==> src/verilog/stxc_pkg.sv <==
// package: register offsets, field positions, reset values and divider ratios
package stxc_pkg;
   // register offsets on the plain register port
   localparam logic [2:0] STXC_OFS_DATA   = 3'h0;  // serial_data_location
   localparam logic [2:0] STXC_OFS_CSA    = 3'h1;  // ctrl_status_first
   localparam logic [2:0] STXC_OFS_CSB    = 3'h2;  // ctrl_status_second
   localparam logic [2:0] STXC_OFS_FMT    = 3'h3;  // mode and frame format
   localparam logic [2:0] STXC_OFS_BAUDL  = 3'h4;  // baud_divisor low byte
   localparam logic [2:0] STXC_OFS_BAUDH  = 3'h5;  // baud_divisor high nibble
   // ctrl_status_first fields
   localparam int STXC_CSA_TXC   = 6;   // tx_complete_flag
   localparam int STXC_CSA_TX_BUFFER_EMPTY_FLAG  = 5;   // tx_buffer_empty_flag
   localparam int STXC_CSA_DBL   = 1;   // double_speed_bit
   // ctrl_status_second fields
   localparam int STXC_CSB_TX_DONE_IRQ_ENABLE = 6;   // tx_done_irq_enable
   localparam int STXC_CSB_BUFFER_EMPTY_IRQ_ENABLE = 5;   // buffer_empty_irq_enable
   localparam int STXC_CSB_TX_ENABLE_BIT  = 3;   // tx_enable_bit
   localparam int STXC_CSB_CSZ2  = 2;   // char_size_field bit 2
   localparam int STXC_CSB_TX_NINTH_BIT  = 0;   // tx_ninth_bit
   // format register fields
   localparam int STXC_FMT_SYNC  = 6;   // synchronous mode
   localparam int STXC_FMT_PM1   = 5;   // parity_mode_field high bit
   localparam int STXC_FMT_PM0   = 4;   // parity_mode_field low bit (odd)
   localparam int STXC_FMT_STOP2 = 3;   // stop_bits_select
   localparam int STXC_FMT_CSZ1  = 2;
   localparam int STXC_FMT_CSZ0  = 1;
   localparam int STXC_FMT_XMST  = 0;   // sync master: clock from baud generator
   // reset values
   localparam logic [7:0] STXC_CSB_RST  = 8'h00;
   localparam logic [7:0] STXC_FMT_RST  = 8'h06;  // 8 data bits, async
   localparam logic [2:0] STXC_CSZ_NINE = 3'h7;
   // transmitter divide ratios of the baud generator output
   localparam logic [3:0] STXC_DIV_NORM = 4'hf;   // 16
   localparam logic [3:0] STXC_DIV_DBL  = 4'h7;   // 8
   localparam logic [3:0] STXC_DIV_SYNC = 4'h1;   // 2
endpackage : stxc_pkg

==> src/verilog/stxc_core.sv <==
// serial transmitter core: registers, one-entry buffer, shifter and flags
`timescale 1ns/10ps
`default_nettype none
// Overview of operation
// RULE1: with transmit enable set the core drives the serial output pin.
// RULE2: in synchronous slave mode the external clock pin paces transmitted bits.
// RULE3: a data location write loads the buffer and starts transmission.
// RULE4: buffer moves to shifter when idle or right after the last stop bit.
// RULE5: the shifter sends one whole frame at the selected bit rate.
// RULE6: data bits above the configured character size are ignored.
// RULE7: software writes the ninth bit before the low byte.
// RULE8: buffer-empty flag is one while buffer empty, zero while it holds data.
// RULE9: writing the data location clears the buffer-empty flag.
// RULE10: buffer-empty interrupt requested while flag set and enabled.
// RULE11: handler writes new data or disables the buffer-empty interrupt.
// RULE12: complete flag sets when frame is out and buffer holds nothing.
// RULE13: complete flag clears on interrupt service or by writing one.
// RULE14: complete interrupt requested when flag set and enabled.
// RULE15: software writes zero at the buffer-empty position.
// RULE16: software configures rate, mode and format before transmitting.
// RULE17: software selects standard or enhanced mode first.
// RULE18: software changes rate or format only with no transfer ongoing.
// RULE19: software clears complete flag before each data write when polling it.
// RULE20: software keeps interrupts globally off during initialization.
// RULE21: frame is low start, data lsb first, one or two high stops.
// RULE22: parity bit goes after the last data bit, before the stops.
// RULE23: disabling waits until shifter and buffer are empty, then releases pin.
// RULE24: bit time is generator output over 16, 8 or 2 by mode.
// RULE25: enabled and idle, the output pin stays high.
// RULE26: after reset buffer-empty reads one and complete reads zero.
module stxc_core
   import stxc_pkg::*;
#(
   parameter int DIVW = 12
) (
   input  wire logic       mclk,        // system clock, 100 MHz
   input  wire logic       rstn,        // async reset, active low
   input  wire logic [2:0] addr,        // register address
   input  wire logic [7:0] wdata,       // write data
   input  wire logic       wr,          // write strobe
   input  wire logic       rd,          // read strobe
   output logic      [7:0] rdata,       // read data, cycle after rd
   input  wire logic       gie,         // global interrupt enable
   input  wire logic       txc_ack,     // complete interrupt being serviced
   input  wire logic       xck_in,      // ext_serial_clock_pin input
   output logic            tx_buffer_empty_flag_irq,    // buffer-empty interrupt request
   output logic            txc_irq,     // transmit-complete interrupt request
   output logic            txd_o,       // serial_out_pin level
   output logic            txd_oe       // serial_out_pin taken from port logic
);
   typedef enum logic [1:0] {STXC_IDLE, STXC_SHIFT} stxc_state_t;

   logic [7:0] csb_r, csb_nxt, fmt_r, fmt_nxt;
   logic [DIVW-1:0] div_r, div_nxt;
   logic       dbl_r, dbl_nxt;
   logic [8:0] buf_r, buf_nxt;
   logic       full_r, full_nxt;
   logic       txc_r, txc_nxt;
   logic [11:0] sh_r, sh_nxt;          // start, data, parity and stops
   logic [3:0] left_r, left_nxt;
   stxc_state_t st_r, st_nxt;
   logic       en_r, en_nxt;
   logic       txd_nxt, oe_nxt, ui_nxt, ti_nxt;
   logic [7:0] rdata_nxt;
   logic       xs1_r, xs2_r, xs3_r;
   logic       bit_tick;
   logic       xck_edge, step, wr_data, sync, slave;
   logic [2:0] csz;
   logic [3:0] nbits, ratio;
   logic [8:0] dmask, dat;
   logic       par;

   // two-stage synchroniser, then an edge detector behind it
   always_ff @(posedge mclk or negedge rstn) begin
      if (!rstn) begin
         xs1_r <= 1'b0;
         xs2_r <= 1'b0;
         xs3_r <= 1'b0;
      end else begin
         xs1_r <= xck_in;
         xs2_r <= xs1_r;
         xs3_r <= xs2_r;
      end
   end

   assign sync     = fmt_r[STXC_FMT_SYNC];
   assign slave    = sync && !fmt_r[STXC_FMT_XMST];
   assign csz      = {csb_r[STXC_CSB_CSZ2], fmt_r[STXC_FMT_CSZ1], fmt_r[STXC_FMT_CSZ0]};
   assign ratio    = sync ? STXC_DIV_SYNC : (dbl_r ? STXC_DIV_DBL : STXC_DIV_NORM);
   assign xck_edge = xs2_r && !xs3_r;                       // data change on rising edge
   assign step     = slave ? xck_edge : bit_tick;           // see RULE2
   assign wr_data  = wr && addr == STXC_OFS_DATA;

   stxc_baud #(.DIVW(DIVW)) u_baud (
      .mclk     (mclk),
      .rstn     (rstn),
      .divisor  (div_r),
      .reload   (wr && addr == STXC_OFS_BAUDL),
      .ratio    (ratio),
      .run      (st_r == STXC_SHIFT),
      .bit_tick (bit_tick)
   );

   // frame geometry from the format bits
   always_comb begin
      case (csz)
         3'h0:    nbits = 4'h5;
         3'h1:    nbits = 4'h6;
         3'h2:    nbits = 4'h7;
         3'h7:    nbits = 4'h9;
         default: nbits = 4'h8;
      endcase
      dmask = 9'h1ff >> (4'h9 - nbits);
      dat   = buf_r & dmask;                                // see RULE6
      par   = (^dat) ^ fmt_r[STXC_FMT_PM0];
   end

   // register file
   always_comb begin
      csb_nxt = csb_r;
      fmt_nxt = fmt_r;
      div_nxt = div_r;
      dbl_nxt = dbl_r;
      rdata_nxt = 8'h00;
      if (wr) begin
         if (addr == STXC_OFS_CSA) begin
            dbl_nxt = wdata[STXC_CSA_DBL];
         end else if (addr == STXC_OFS_CSB) begin
            csb_nxt = wdata;
         end else if (addr == STXC_OFS_FMT) begin
            fmt_nxt = wdata;
         end else if (addr == STXC_OFS_BAUDL) begin
            div_nxt[7:0] = wdata;
         end else if (addr == STXC_OFS_BAUDH) begin
            div_nxt[DIVW-1:8] = wdata[DIVW-9:0];
         end
      end
      if (rd) begin
         if (addr == STXC_OFS_CSA) begin
            rdata_nxt[STXC_CSA_TXC]  = txc_r;
            rdata_nxt[STXC_CSA_TX_BUFFER_EMPTY_FLAG] = !full_r;              // see RULE8
            rdata_nxt[STXC_CSA_DBL]  = dbl_r;
         end else if (addr == STXC_OFS_CSB) begin
            rdata_nxt = csb_r;
         end else if (addr == STXC_OFS_FMT) begin
            rdata_nxt = fmt_r;
         end else if (addr == STXC_OFS_BAUDL) begin
            rdata_nxt = div_r[7:0];
         end else if (addr == STXC_OFS_BAUDH) begin
            rdata_nxt = {{(16-DIVW){1'b0}}, div_r[DIVW-1:8]};
         end
      end
   end

   // buffer, shifter and flags
   always_comb begin
      buf_nxt  = buf_r;
      full_nxt = full_r;
      txc_nxt  = txc_r;
      sh_nxt   = sh_r;
      left_nxt = left_r;
      st_nxt   = st_r;
      en_nxt   = en_r;
      if (wr_data) begin
         buf_nxt  = {csb_r[STXC_CSB_TX_NINTH_BIT], wdata};           // see RULE3
         full_nxt = 1'b1;                                    // see RULE9
      end
      // clear first so that a set in the same cycle wins
      if ((wr && addr == STXC_OFS_CSA && wdata[STXC_CSA_TXC]) || txc_ack) begin
         txc_nxt = 1'b0;                                     // see RULE13
      end
      case (st_r)
         STXC_IDLE: begin
            // a pending character still leaves after the enable bit drops
            if (full_r && (csb_r[STXC_CSB_TX_ENABLE_BIT] || en_r)) begin // see RULE4 RULE23
               st_nxt = STXC_SHIFT;
            end
         end
         STXC_SHIFT: begin
            if (step) begin
               sh_nxt   = {1'b1, sh_r[11:1]};                // see RULE21
               left_nxt = left_r - 1'b1;
               if (left_r == 4'h1) begin
                  st_nxt = STXC_IDLE;
                  if (!full_r) begin
                     txc_nxt = 1'b1;                         // see RULE12
                  end
               end
            end
         end
         default: st_nxt = STXC_IDLE;
      endcase
      // load: start bit, data lsb first, optional parity, stops (all high above)
      if (st_nxt == STXC_SHIFT && st_r == STXC_IDLE
          || st_r == STXC_SHIFT && step && left_r == 4'h1 && full_r
             && (csb_r[STXC_CSB_TX_ENABLE_BIT] || en_r)) begin
         st_nxt   = STXC_SHIFT;                              // see RULE4
         sh_nxt   = 12'hfff;
         sh_nxt[0] = 1'b0;
         sh_nxt[9:1] = dat | ~dmask;
         if (fmt_r[STXC_FMT_PM1]) begin
            sh_nxt[nbits+4'h1] = par;                        // see RULE22
         end
         left_nxt = 4'h2 + nbits + {3'h0, fmt_r[STXC_FMT_PM1]}
                    + {3'h0, fmt_r[STXC_FMT_STOP2]};         // see RULE5
         full_nxt = wr_data;
      end
      // the pin is held until both shifter and buffer drain
      if (csb_r[STXC_CSB_TX_ENABLE_BIT]) begin
         en_nxt = 1'b1;                                      // see RULE1
      end else if (st_nxt == STXC_IDLE && !full_nxt) begin
         en_nxt = 1'b0;                                      // see RULE23
      end
      txd_nxt  = (st_nxt == STXC_SHIFT) ? sh_nxt[0] : 1'b1;  // see RULE25
      oe_nxt   = en_nxt;
      ui_nxt   = gie && csb_r[STXC_CSB_BUFFER_EMPTY_IRQ_ENABLE] && !full_nxt;  // see RULE10
      ti_nxt   = gie && csb_r[STXC_CSB_TX_DONE_IRQ_ENABLE] && txc_nxt;    // see RULE14
   end

   always_ff @(posedge mclk or negedge rstn) begin
      if (!rstn) begin
         csb_r    <= STXC_CSB_RST;
         fmt_r    <= STXC_FMT_RST;
         div_r    <= '0;
         dbl_r    <= 1'b0;
         buf_r    <= 9'h000;
         full_r   <= 1'b0;                                   // see RULE26
         txc_r    <= 1'b0;
         sh_r     <= 12'hfff;
         left_r   <= 4'h0;
         st_r     <= STXC_IDLE;
         en_r     <= 1'b0;
         rdata    <= 8'h00;
         txd_o    <= 1'b1;
         txd_oe   <= 1'b0;
         tx_buffer_empty_flag_irq <= 1'b0;
         txc_irq  <= 1'b0;
      end else begin
         csb_r    <= csb_nxt;
         fmt_r    <= fmt_nxt;
         div_r    <= div_nxt;
         dbl_r    <= dbl_nxt;
         buf_r    <= buf_nxt;
         full_r   <= full_nxt;
         txc_r    <= txc_nxt;
         sh_r     <= sh_nxt;
         left_r   <= left_nxt;
         st_r     <= st_nxt;
         en_r     <= en_nxt;
         rdata    <= rdata_nxt;
         txd_o    <= txd_nxt;
         txd_oe   <= oe_nxt;
         tx_buffer_empty_flag_irq <= ui_nxt;
         txc_irq  <= ti_nxt;
      end
   end

   property p_data_write_fills;
      @(posedge mclk) disable iff (!rstn)
      wr_data && st_r == STXC_SHIFT && !(step && left_r == 4'h1) |=> full_r;
   endproperty
   a_data_write_fills: assert property (p_data_write_fills)   // see RULE9
      else $error("data write did not fill the buffer");

   property p_idle_high;
      @(posedge mclk) disable iff (!rstn)
      st_r == STXC_IDLE && $past(st_r) == STXC_IDLE |-> txd_o;
   endproperty
   a_idle_high: assert property (p_idle_high)                 // see RULE25
      else $error("line not high while idle");

   property p_start_low;
      @(posedge mclk) disable iff (!rstn)
      $rose(st_r == STXC_SHIFT) |-> !txd_o;
   endproperty
   a_start_low: assert property (p_start_low)                 // see RULE21
      else $error("frame did not open with a low bit");

   property p_txc_on_end;
      @(posedge mclk) disable iff (!rstn)
      st_r == STXC_SHIFT && step && left_r == 4'h1 && !full_r |=> txc_r;
   endproperty
   a_txc_on_end: assert property (p_txc_on_end)               // see RULE12
      else $error("complete flag missed end of frame");

   property p_txc_clear;
      @(posedge mclk) disable iff (!rstn)
      txc_ack && !(st_r == STXC_SHIFT && step) |=> !txc_r;
   endproperty
   a_txc_clear: assert property (p_txc_clear)                 // see RULE13
      else $error("complete flag not cleared on service");

   property p_pin_held;
      @(posedge mclk) disable iff (!rstn)
      (full_r || st_r == STXC_SHIFT && !(step && left_r == 4'h1)) && en_r |=> txd_oe;
   endproperty
   a_pin_held: assert property (p_pin_held)                   // see RULE23
      else $error("pin released with data pending");

   property p_enable_drives;
      @(posedge mclk) disable iff (!rstn)
      csb_r[STXC_CSB_TX_ENABLE_BIT] |=> txd_oe;
   endproperty
   a_enable_drives: assert property (p_enable_drives)         // see RULE1
      else $error("enabled but pin not driven");

   property p_tx_buffer_empty_flag_irq;
      @(posedge mclk) disable iff (!rstn)
      gie && csb_r[STXC_CSB_BUFFER_EMPTY_IRQ_ENABLE] && !full_r && !wr_data ##1 !full_r |-> tx_buffer_empty_flag_irq;
   endproperty
   a_tx_buffer_empty_flag_irq: assert property (p_tx_buffer_empty_flag_irq)                   // see RULE10
      else $error("buffer-empty request missing");

   property p_no_move_when_busy;
      @(posedge mclk) disable iff (!rstn)
      st_r == STXC_SHIFT && !step && full_r && !wr_data |=> full_r;
   endproperty
   a_no_move_when_busy: assert property (p_no_move_when_busy) // see RULE4
      else $error("buffer moved mid frame");
endmodule : stxc_core
`default_nettype wire

==> src/verilog/stxc_baud.sv <==
// baud generator and bit-rate enable for the transmitter
`timescale 1ns/10ps
`default_nettype none
module stxc_baud
   import stxc_pkg::*;
#(
   parameter int DIVW = 12
) (
   input  wire logic            mclk,       // system clock
   input  wire logic            rstn,       // async reset, active low
   input  wire logic [DIVW-1:0] divisor,    // baud_divisor
   input  wire logic            reload,     // divisor low byte written
   input  wire logic [3:0]      ratio,      // transmitter divide minus one
   input  wire logic            run,        // shifter busy
   output logic                 bit_tick    // one-cycle pulse per bit time
);
   logic [DIVW-1:0] cnt_r, cnt_nxt;
   logic [3:0]      sub_r, sub_nxt;
   logic            tick_nxt;

   always_comb begin
      cnt_nxt  = cnt_r;
      sub_nxt  = sub_r;
      tick_nxt = 1'b0;
      if (reload || cnt_r == '0) begin
         cnt_nxt = divisor;
      end else begin
         cnt_nxt = cnt_r - 1'b1;
      end
      // restart the sub-divider when idle so the first bit is full length
      if (!run) begin
         sub_nxt = ratio;
      end else if (cnt_r == '0) begin
         if (sub_r == 4'h0) begin
            sub_nxt  = ratio;
            tick_nxt = 1'b1;                                 // see RULE24
         end else begin
            sub_nxt = sub_r - 1'b1;
         end
      end
   end

   always_ff @(posedge mclk or negedge rstn) begin
      if (!rstn) begin
         cnt_r    <= '0;
         sub_r    <= STXC_DIV_NORM;
         bit_tick <= 1'b0;
      end else begin
         cnt_r    <= cnt_nxt;
         sub_r    <= sub_nxt;
         bit_tick <= tick_nxt;
      end
   end
endmodule : stxc_baud
`default_nettype wire

==> config.mk <==
export PLATFORM = sky130hd
export DESIGN_NAME = stxc_core
export DESIGN_NICKNAME = d
export VERILOG_FILES = /design/src/verilog/stxc_pkg.sv /design/src/verilog/stxc_core.sv /design/src/verilog/stxc_baud.sv
export SDC_FILE = /design/constraint.sdc
export NUM_CORES = 1
export LEC_CHECK = 0
export BUFFER_PORTS_ARGS = -buffer_cell sky130_fd_sc_hd__buf_2
export CORE_MARGIN = 2
export CORE_UTILIZATION = 45
export DETAILED_ROUTE_END_ITERATION = 12
export GPL_TIMING_DRIVEN = 0
export SYNTH_ARGS = -nofsm -noshare
export SYNTH_HDL_FRONTEND = slang
export SYNTH_SLANG_ARGS = --single-unit
==> constraint.sdc <==
create_clock -name mclk -period 3.6 [get_ports mclk]
set_input_delay 0.72 -clock mclk [delete_from_list [all_inputs] [get_ports mclk]]
set_output_delay 0.72 -clock mclk [all_outputs]
set_load 0.05 [all_outputs]
==> results of run 1 <==
-- synthesized netlist by cell type, types with 2 or more instances --
| cell type | count |
|---|---|
| dfrtp_1 | 71 |
| nor2_1 | 41 |
| mux2_2 | 38 |
| o21ai_0 | 38 |
| nand2_1 | 36 |
| a21oi_1 | 35 |
| dfstp_2 | 19 |
| nor3_1 | 18 |
| inv_1 | 16 |
| clkbuf_1 | 13 |
| xnor2_1 | 12 |
| ha_1 | 11 |
| nand2b_1 | 10 |
| and3_1 | 8 |
| nand3_1 | 8 |
| o22ai_1 | 7 |
| or3_1 | 7 |
| buf_2 | 6 |
| nor2b_1 | 6 |
| a22oi_1 | 4 |
| and2_1 | 4 |
| nor3b_1 | 4 |
| xor2_1 | 4 |
| a211oi_1 | 3 |
| a311oi_1 | 3 |
| o211ai_1 | 3 |
| o21ai_1 | 3 |
| a21o_1 | 2 |
| a31oi_1 | 2 |
| mux2i_1 | 2 |
| nand3b_1 | 2 |
| nor3_2 | 2 |
| o21a_1 | 2 |
| o31ai_1 | 2 |
| or4_1 | 2 |
-- through the flow --
step	setup WS, ns	hold WS [ns]	std cells	util
after floorplan	0.6408	0.3312	475	-
after global placement	0.2392	0.3354	639	0.4936
after detailed placement	0.2135	0.3355	640	0.4965
after CTS	0.1789	0.2948	656	0.5178
after global routing	0.02107	0.3001	656	0.5191
final	0.2569	0.2799	656	0.5191
-- area by class of cell --
type	count	area (um2)	share of cell area
Sequential cell	90	2276	0.4247
Clock buffer	11	141.4	0.02638
Inverter	17	63.81	0.01191
Buffer	20	85.08	0.01588
Tap cell	136	170.2	0.03175
Clock inverter	5	77.57	0.01448
Multi-Input combinational cell	348	2375	0.4431
Timing Repair Buffer	29	170.2	0.03175
-- registers in the layout, indices dropped and copies added, names as in the netlist, 2 cells and up --
name	cells
buf_r	9
csb_r	8
div_r	12
fmt_r	8
left_r	4
rdata	8
sh_r	12
st_r	2
u_baud.cnt_r	12
u_baud.sub_r	4
-- where the power goes --
group          internal, mW  total, mW  switching, mW
clock                 0.408      0.768          0.360
combinational         0.587       1.37          0.784
sequential             1.34       1.59          0.245
total                  2.34       3.73           1.39
-- cells by family (layout without fill, tap and decap cells) --
family / Yosys count / after routing
DFF: 90 / 90
other: 1 / 1
and+or+nand+nor: 157 / 157
buffers and inverters: 37 / 82
xor gates and xnor gates: 19 / 19
AOI/OAI and AO/OA: 116 / 116
muxes: 42 / 42
adders and majority gates: 13 / 13
-- how the worst max path moves through the flow --
stage / from / endpoint / slack, ns / cells after the start
final: fmt_r[2]$_DFFE_PN1P_ / sh_r[9]$_DFFE_PN1P_ / 0.26 / 12
after global routing: fmt_r[2]$_DFFE_PN1P_ / sh_r[9]$_DFFE_PN1P_ / 0.02 / 12
after CTS: fmt_r[1]$_DFFE_PN1P_ / sh_r[9]$_DFFE_PN1P_ / 0.18 / 12
after detailed placement: fmt_r[1]$_DFFE_PN1P_ / sh_r[9]$_DFFE_PN1P_ / 0.21 / 12
after global placement: fmt_r[1]$_DFFE_PN1P_ / sh_r[9]$_DFFE_PN1P_ / 0.24 / 12
after floorplan: fmt_r[1]$_DFFE_PN1P_ / txd_o$_DFF_PN1_ / 0.64 / 12
-- metal layers --
layer	global-route usage	wire length (um)	vias up
met5	0	0	-
met4	0.07421	208	0
met3	0.03343	485	18
met2	0.3201	5100	104
met1	0.3280	5713	1822
li1	-	-	1758
==> flow_summary.json, run 1 <==
{
  "status": "complete, no violations",
  "dieArea_um2": 11480,
  "synth_seq_area_share": 0.4756,
  "grt_max_degree": 60,
  "ant_nets": 0,
  "tightest_slew_ns": 1.111,
  "io_pins": 30,
  "worstPathMaxFanout": 10,
  "via_per_inst": 5.643,
  "diodes": 0,
  "path_common_cell": "buf_2",
  "syn_area_um2": 4786,
  "layout_commonest_cell": "dfrtp_1",
  "clk_pin_slew_ns": 0.09,
  "relSlewSlack": 0.2535,
  "antenna_found_initial": 0,
  "max_cap_violations": 0,
  "synthSimpleGateAreaFrac": 0.1681,
  "path_buf_inv": 3,
  "totalPowerFinal_mw": 3.727,
  "syn_to_final_growth_pct": 11.97,
  "cp_top_family": "XOR/XNOR gates",
  "worstRegToRegCells": 12,
  "postPlaceCellArea_um2": 5126,
  "fin_crit_ns": 3.343,
  "wl_um": 11510,
  "grt-ovfl-total": 0,
  "cts_setup_buffers": 0,
  "avgRoutedWirePerCell_um": 17.54,
  "die_height_um": 107.1,
  "crit_chain": "buf_2 > xor2_1 > and2_1 > inv_1 > ha_1 > buf_2 > xnor2_1 > nand3_1 > xor3_1 > xor3_2 > o221ai_2 > o21ai_1",
  "die_width_um": 107.1,
  "max_stage_delay_ns": 0.56,
  "finalHoldViolations": 0,
  "synth-compound-area-share": 0.1467,
  "fillers": 942,
  "skew_ns": 0.009774,
  "ys_types": 66,
  "io_buffers": 28,
  "period_share": 0.9286,
  "fin_nets": 545,
  "r2r_slack_ns": 0.26,
  "core_area_um2": 10320,
  "syn-num-nets": 505,
  "ys_warn_count": 0,
  "max_freq_mhz": 299.1,
  "tns_ns": 0,
  "rsz0062_at_grt": "false",
  "cts_tree": "done",
  "grt_pass1_vias": 3563,
  "cts-root-buf": "clkbuf_8",
  "syn_avg_cell_area_um2": 10.08,
  "netlist_instances": 475,
  "clk_latency_ns": 0.36,
  "grt_pass1_wl_um": 19180,
  "cts_buffer_depth": 2,
  "leakagePower_nw": 2.271,
  "crit_arrival_ns": 3.60,
  "clock_sinks": 90,
  "critPathKind": "reg2reg",
  "power_density_nw_per_um2": 695.4,
  "cp.required_ns": 3.85,
  "design_area_um2": 5359,
  "synth_edf_count": 0,
  "final_cell_mix": "71 x dfrtp_1, 41 x nor2_1, 38 x o21ai_0, 38 x mux2_2, 36 x nand2_1",
  "hold_class": "in2async",
  "yosysTopAreaCell": "dfrtp_1",
  "drc": 0,
  "synth_top_family_by_area": "simple AND/OR/NAND/NOR gates",
  "initial_utilization": 0.4636,
  "synthTopCellsByArea": "dfrtp_1 37%, dfstp_2 10%, mux2_2 8.9%",
  "synth_fa_ha_area_frac": 0.03503,
  "placementRows": 37,
  "crit_slowest_cell": "dfstp_2",
  "ctsHoldBuffers": 0,
  "groute.usage.overall": 0.2181,
  "end_kind": "register",
  "timing.rr.end": "sh_r[9]$_DFFE_PN1P_",
  "dr_total_vias": 3702,
  "ir_drop_v": 0.0002821,
  "cp-start-kind": "register",
  "setup_violations": 0,
  "reg2reg_from": "fmt_r[2]$_DFFE_PN1P_",
  "cts_buffers": 9,
  "netlist.area_leader.share": 0.3712,
  "ys.flop_type": "dfrtp_1",
  "synth_xor_area_frac": 0.04418,
  "layout-drive-gt1-share": 0.2346,
  "synthMuxAreaShare": 0.09908,
  "dr.pass1.iters": 5,
  "async_flop_share": 1.000,
  "ctsResizeCount": 0,
  "cts.htree.levels": 3,
  "dp_hpwl_um": 8330,
  "globalplace.congestion": 0.8530,
  "final_max_slew_viol_count": 0,
  "ys_seq_elements": 90,
  "drt_iter0_drc": 270
}
No activity file was read; power rests on OpenSTA's default activity.
==> run 2: changes to the inputs <==
GPL_ROUTABILITY_DRIVEN = 0   (was unset)
SETUP_SLACK_MARGIN = 0.4   (was unset)
==> run 2 against run 1 <==
  * Worst hold slack improved by 0.0020 ns
  * Sequential share of layout area fell by 2.2 points
  * Sequential power barely moved
  * First-iteration DRC count fell by 5.2%
  * Global-route usage rose by 0.16 points
  * Final area rose by 5.4%
  * Largest power group is now combinational logic
  * Die area did not move
  * Via count rose by 1.6%
  * Register-to-register slack improved by 0.19 ns
  * Routed wire length rose by 4.0%
==> flow_summary.json, run 2 (synthesis gave the netlist of run 1 again) <==
{
  "power.share.combinational": 0.411,
  "reg.largest.list": "div_r (12), sh_r (12), u_baud.cnt_r (12)",
  "p_sw_frac": 0.3693,
  "cts-root-buf": "clkbuf_8",
  "crit_arrival_ns": 3.44,
  "critPathKind": "reg2reg",
  "syn_to_final_growth_pct": 17.99,
  "diodes": 0,
  "end_kind": "register",
  "fin_util": 0.5470,
  "worstPathMaxFanout": 7,
  "die_height_um": 107.1,
  "internal_power_mw": 2.532,
  "grt-ovfl-total": 0,
  "finalHoldViolations": 0,
  "totalPowerFinal_mw": 4.014,
  "pwr-share-seq": 0.397,
  "design_area_um2": 5647,
  "die_width_um": 107.1,
  "setup_violations": 0,
  "clockPowerShare": 0.192,
  "status": "complete, no violations",
  "ir_drop_v": 0.0002840,
  "cp.required_ns": 3.88,
  "detailedPlace.worstSlack_ns": 0.2135,
  "dp_hpwl_um": 8330,
  "hold_class": "in2async",
  "holdWs_ns": 0.2820,
  "max_cap_violations": 0,
  "drt_iter0_drc": 256,
  "placementRows": 37,
  "max_freq_mhz": 317.3,
  "clk_pin_slew_ns": 0.09,
  "groute.usage.overall": 0.2196,
  "avgRoutedWirePerCell_um": 17.82,
  "skew_ns": 0.007888,
  "layout_commonest_cell": "dfrtp_1",
  "fillers": 904,
  "fin_nets": 561,
  "core_area_um2": 10320,
  "fin_crit_ns": 3.151,
  "grt_pass1_vias": 3587,
  "setup_ws_ns": 0.4486,
  "period_share": 0.8754,
  "initial_utilization": 0.4636,
  "io_pins": 30,
  "final_cell_mix": "71 x dfrtp_1, 41 x nor2_1, 38 x mux2_2",
  "cts_buffer_depth": 2,
  "postPlaceCellArea_um2": 5126,
  "net-switching-power_mw": 1.482,
  "cp-start-kind": "register",
  "io_buffers": 28,
  "stdcell_count": 672,
  "dieArea_um2": 11480,
  "final_max_slew_viol_count": 0,
  "grt_pass1_wl_um": 19290,
  "cts_buffers": 9,
  "grt_max_degree": 60,
  "dr.pass1.iters": 5,
  "ant_nets": 0,
  "tightest_slew_ns": 1.103,
  "layout-drive-gt1-share": 0.2799,
  "tns_ns": 0,
  "via_per_inst": 5.600,
  "drc": 0,
  "relSlewSlack": 0.2590,
  "leakagePower_nw": 2.388,
  "ctsHoldBuffers": 0,
  "dr_total_vias": 3763,
  "clk_latency_ns": 0.36,
  "cts.htree.levels": 3,
  "power_density_nw_per_um2": 710.9,
  "cts_tree": "done",
  "antenna_found_initial": 0,
  "placed_cells": 640,
  "wl_um": 11970,
  "rsz0062_at_grt": "true",
  "clock_sinks": 90
}
[run 2: final timing paths]
kind                                      start                   end  slack [ns]  cells after the start
setup / recovery           fmt_r[2]$_DFFE_PN1P_       txd_o$_DFF_PN1_        0.45                     11
hold / removal                             rstn    rdata[6]$_DFF_PN0_        0.28                      1
setup reg to reg           fmt_r[2]$_DFFE_PN1P_       txd_o$_DFF_PN1_        0.45                     11
hold reg to reg                 xs1_r$_DFF_PN0_       xs2_r$_DFF_PN0_        0.35                      0
max in group asynchronous                  rstn  fmt_r[2]$_DFFE_PN1P_        2.64                      2
min in group mclk               xs1_r$_DFF_PN0_       xs2_r$_DFF_PN0_        0.35                      0
[run 2: metal layers]
metal	up-vias	global-route usage	wire length [um]
met5	-	0	0
met4	0	0.07514	269
met3	22	0.03040	468
met2	107	0.3237	5315
met1	1835	0.3311	5920
li1	1799	-	-
[run 2: power by group through the flow]
stage	Clock (mW)	Sequential, mW	Combinational [mW]
final	0.771	1.59	1.65
after CTS	0.782	1.58	1.40
after floorplan	0	1.59	0.987
after global routing	0.829	1.63	1.81
after global placement	0	1.58	1.32
after detailed placement	0	1.60	1.34
[run 2: cell type report]
cell class,count,area (um2),share of cell area
clock inverters,5,77.57,0.01374
multi-input cells,348,2476,0.4385
flip-flops and latches,90,2276,0.4031
repair buffers,45,307.8,0.05451
well taps,136,170.2,0.03014
clock buffers,11,141.4,0.02504
plain buffers,20,130.1,0.02304
inverters,17,67.56,0.01197
[run 2: timing repair]
| item | in CTS | in global routing |
|---|---|---|
| resized for setup | 10 | 24 |
| cloned | 0 | 1 |
| endpoints found under the setup margin | 7 | 8 |
| pin swaps | 2 | 6 |
| setup buffers | 0 | 15 |
| endpoints found under the hold margin | 0 | 0 |
[run 2: critical path, stage by stage, from the launching register on]
cell and delay [ns]:
dfstp_2 0.57, buf_8 0.12, xor2_1 0.14, and2_4 0.20
clkinvlp_4 0.13, ha_4 0.20, mux2_4 0.32, nand3_2 0.08
xor3_1 0.41, xor3_2 0.50, a31o_1 0.27, nand2b_4 0.13
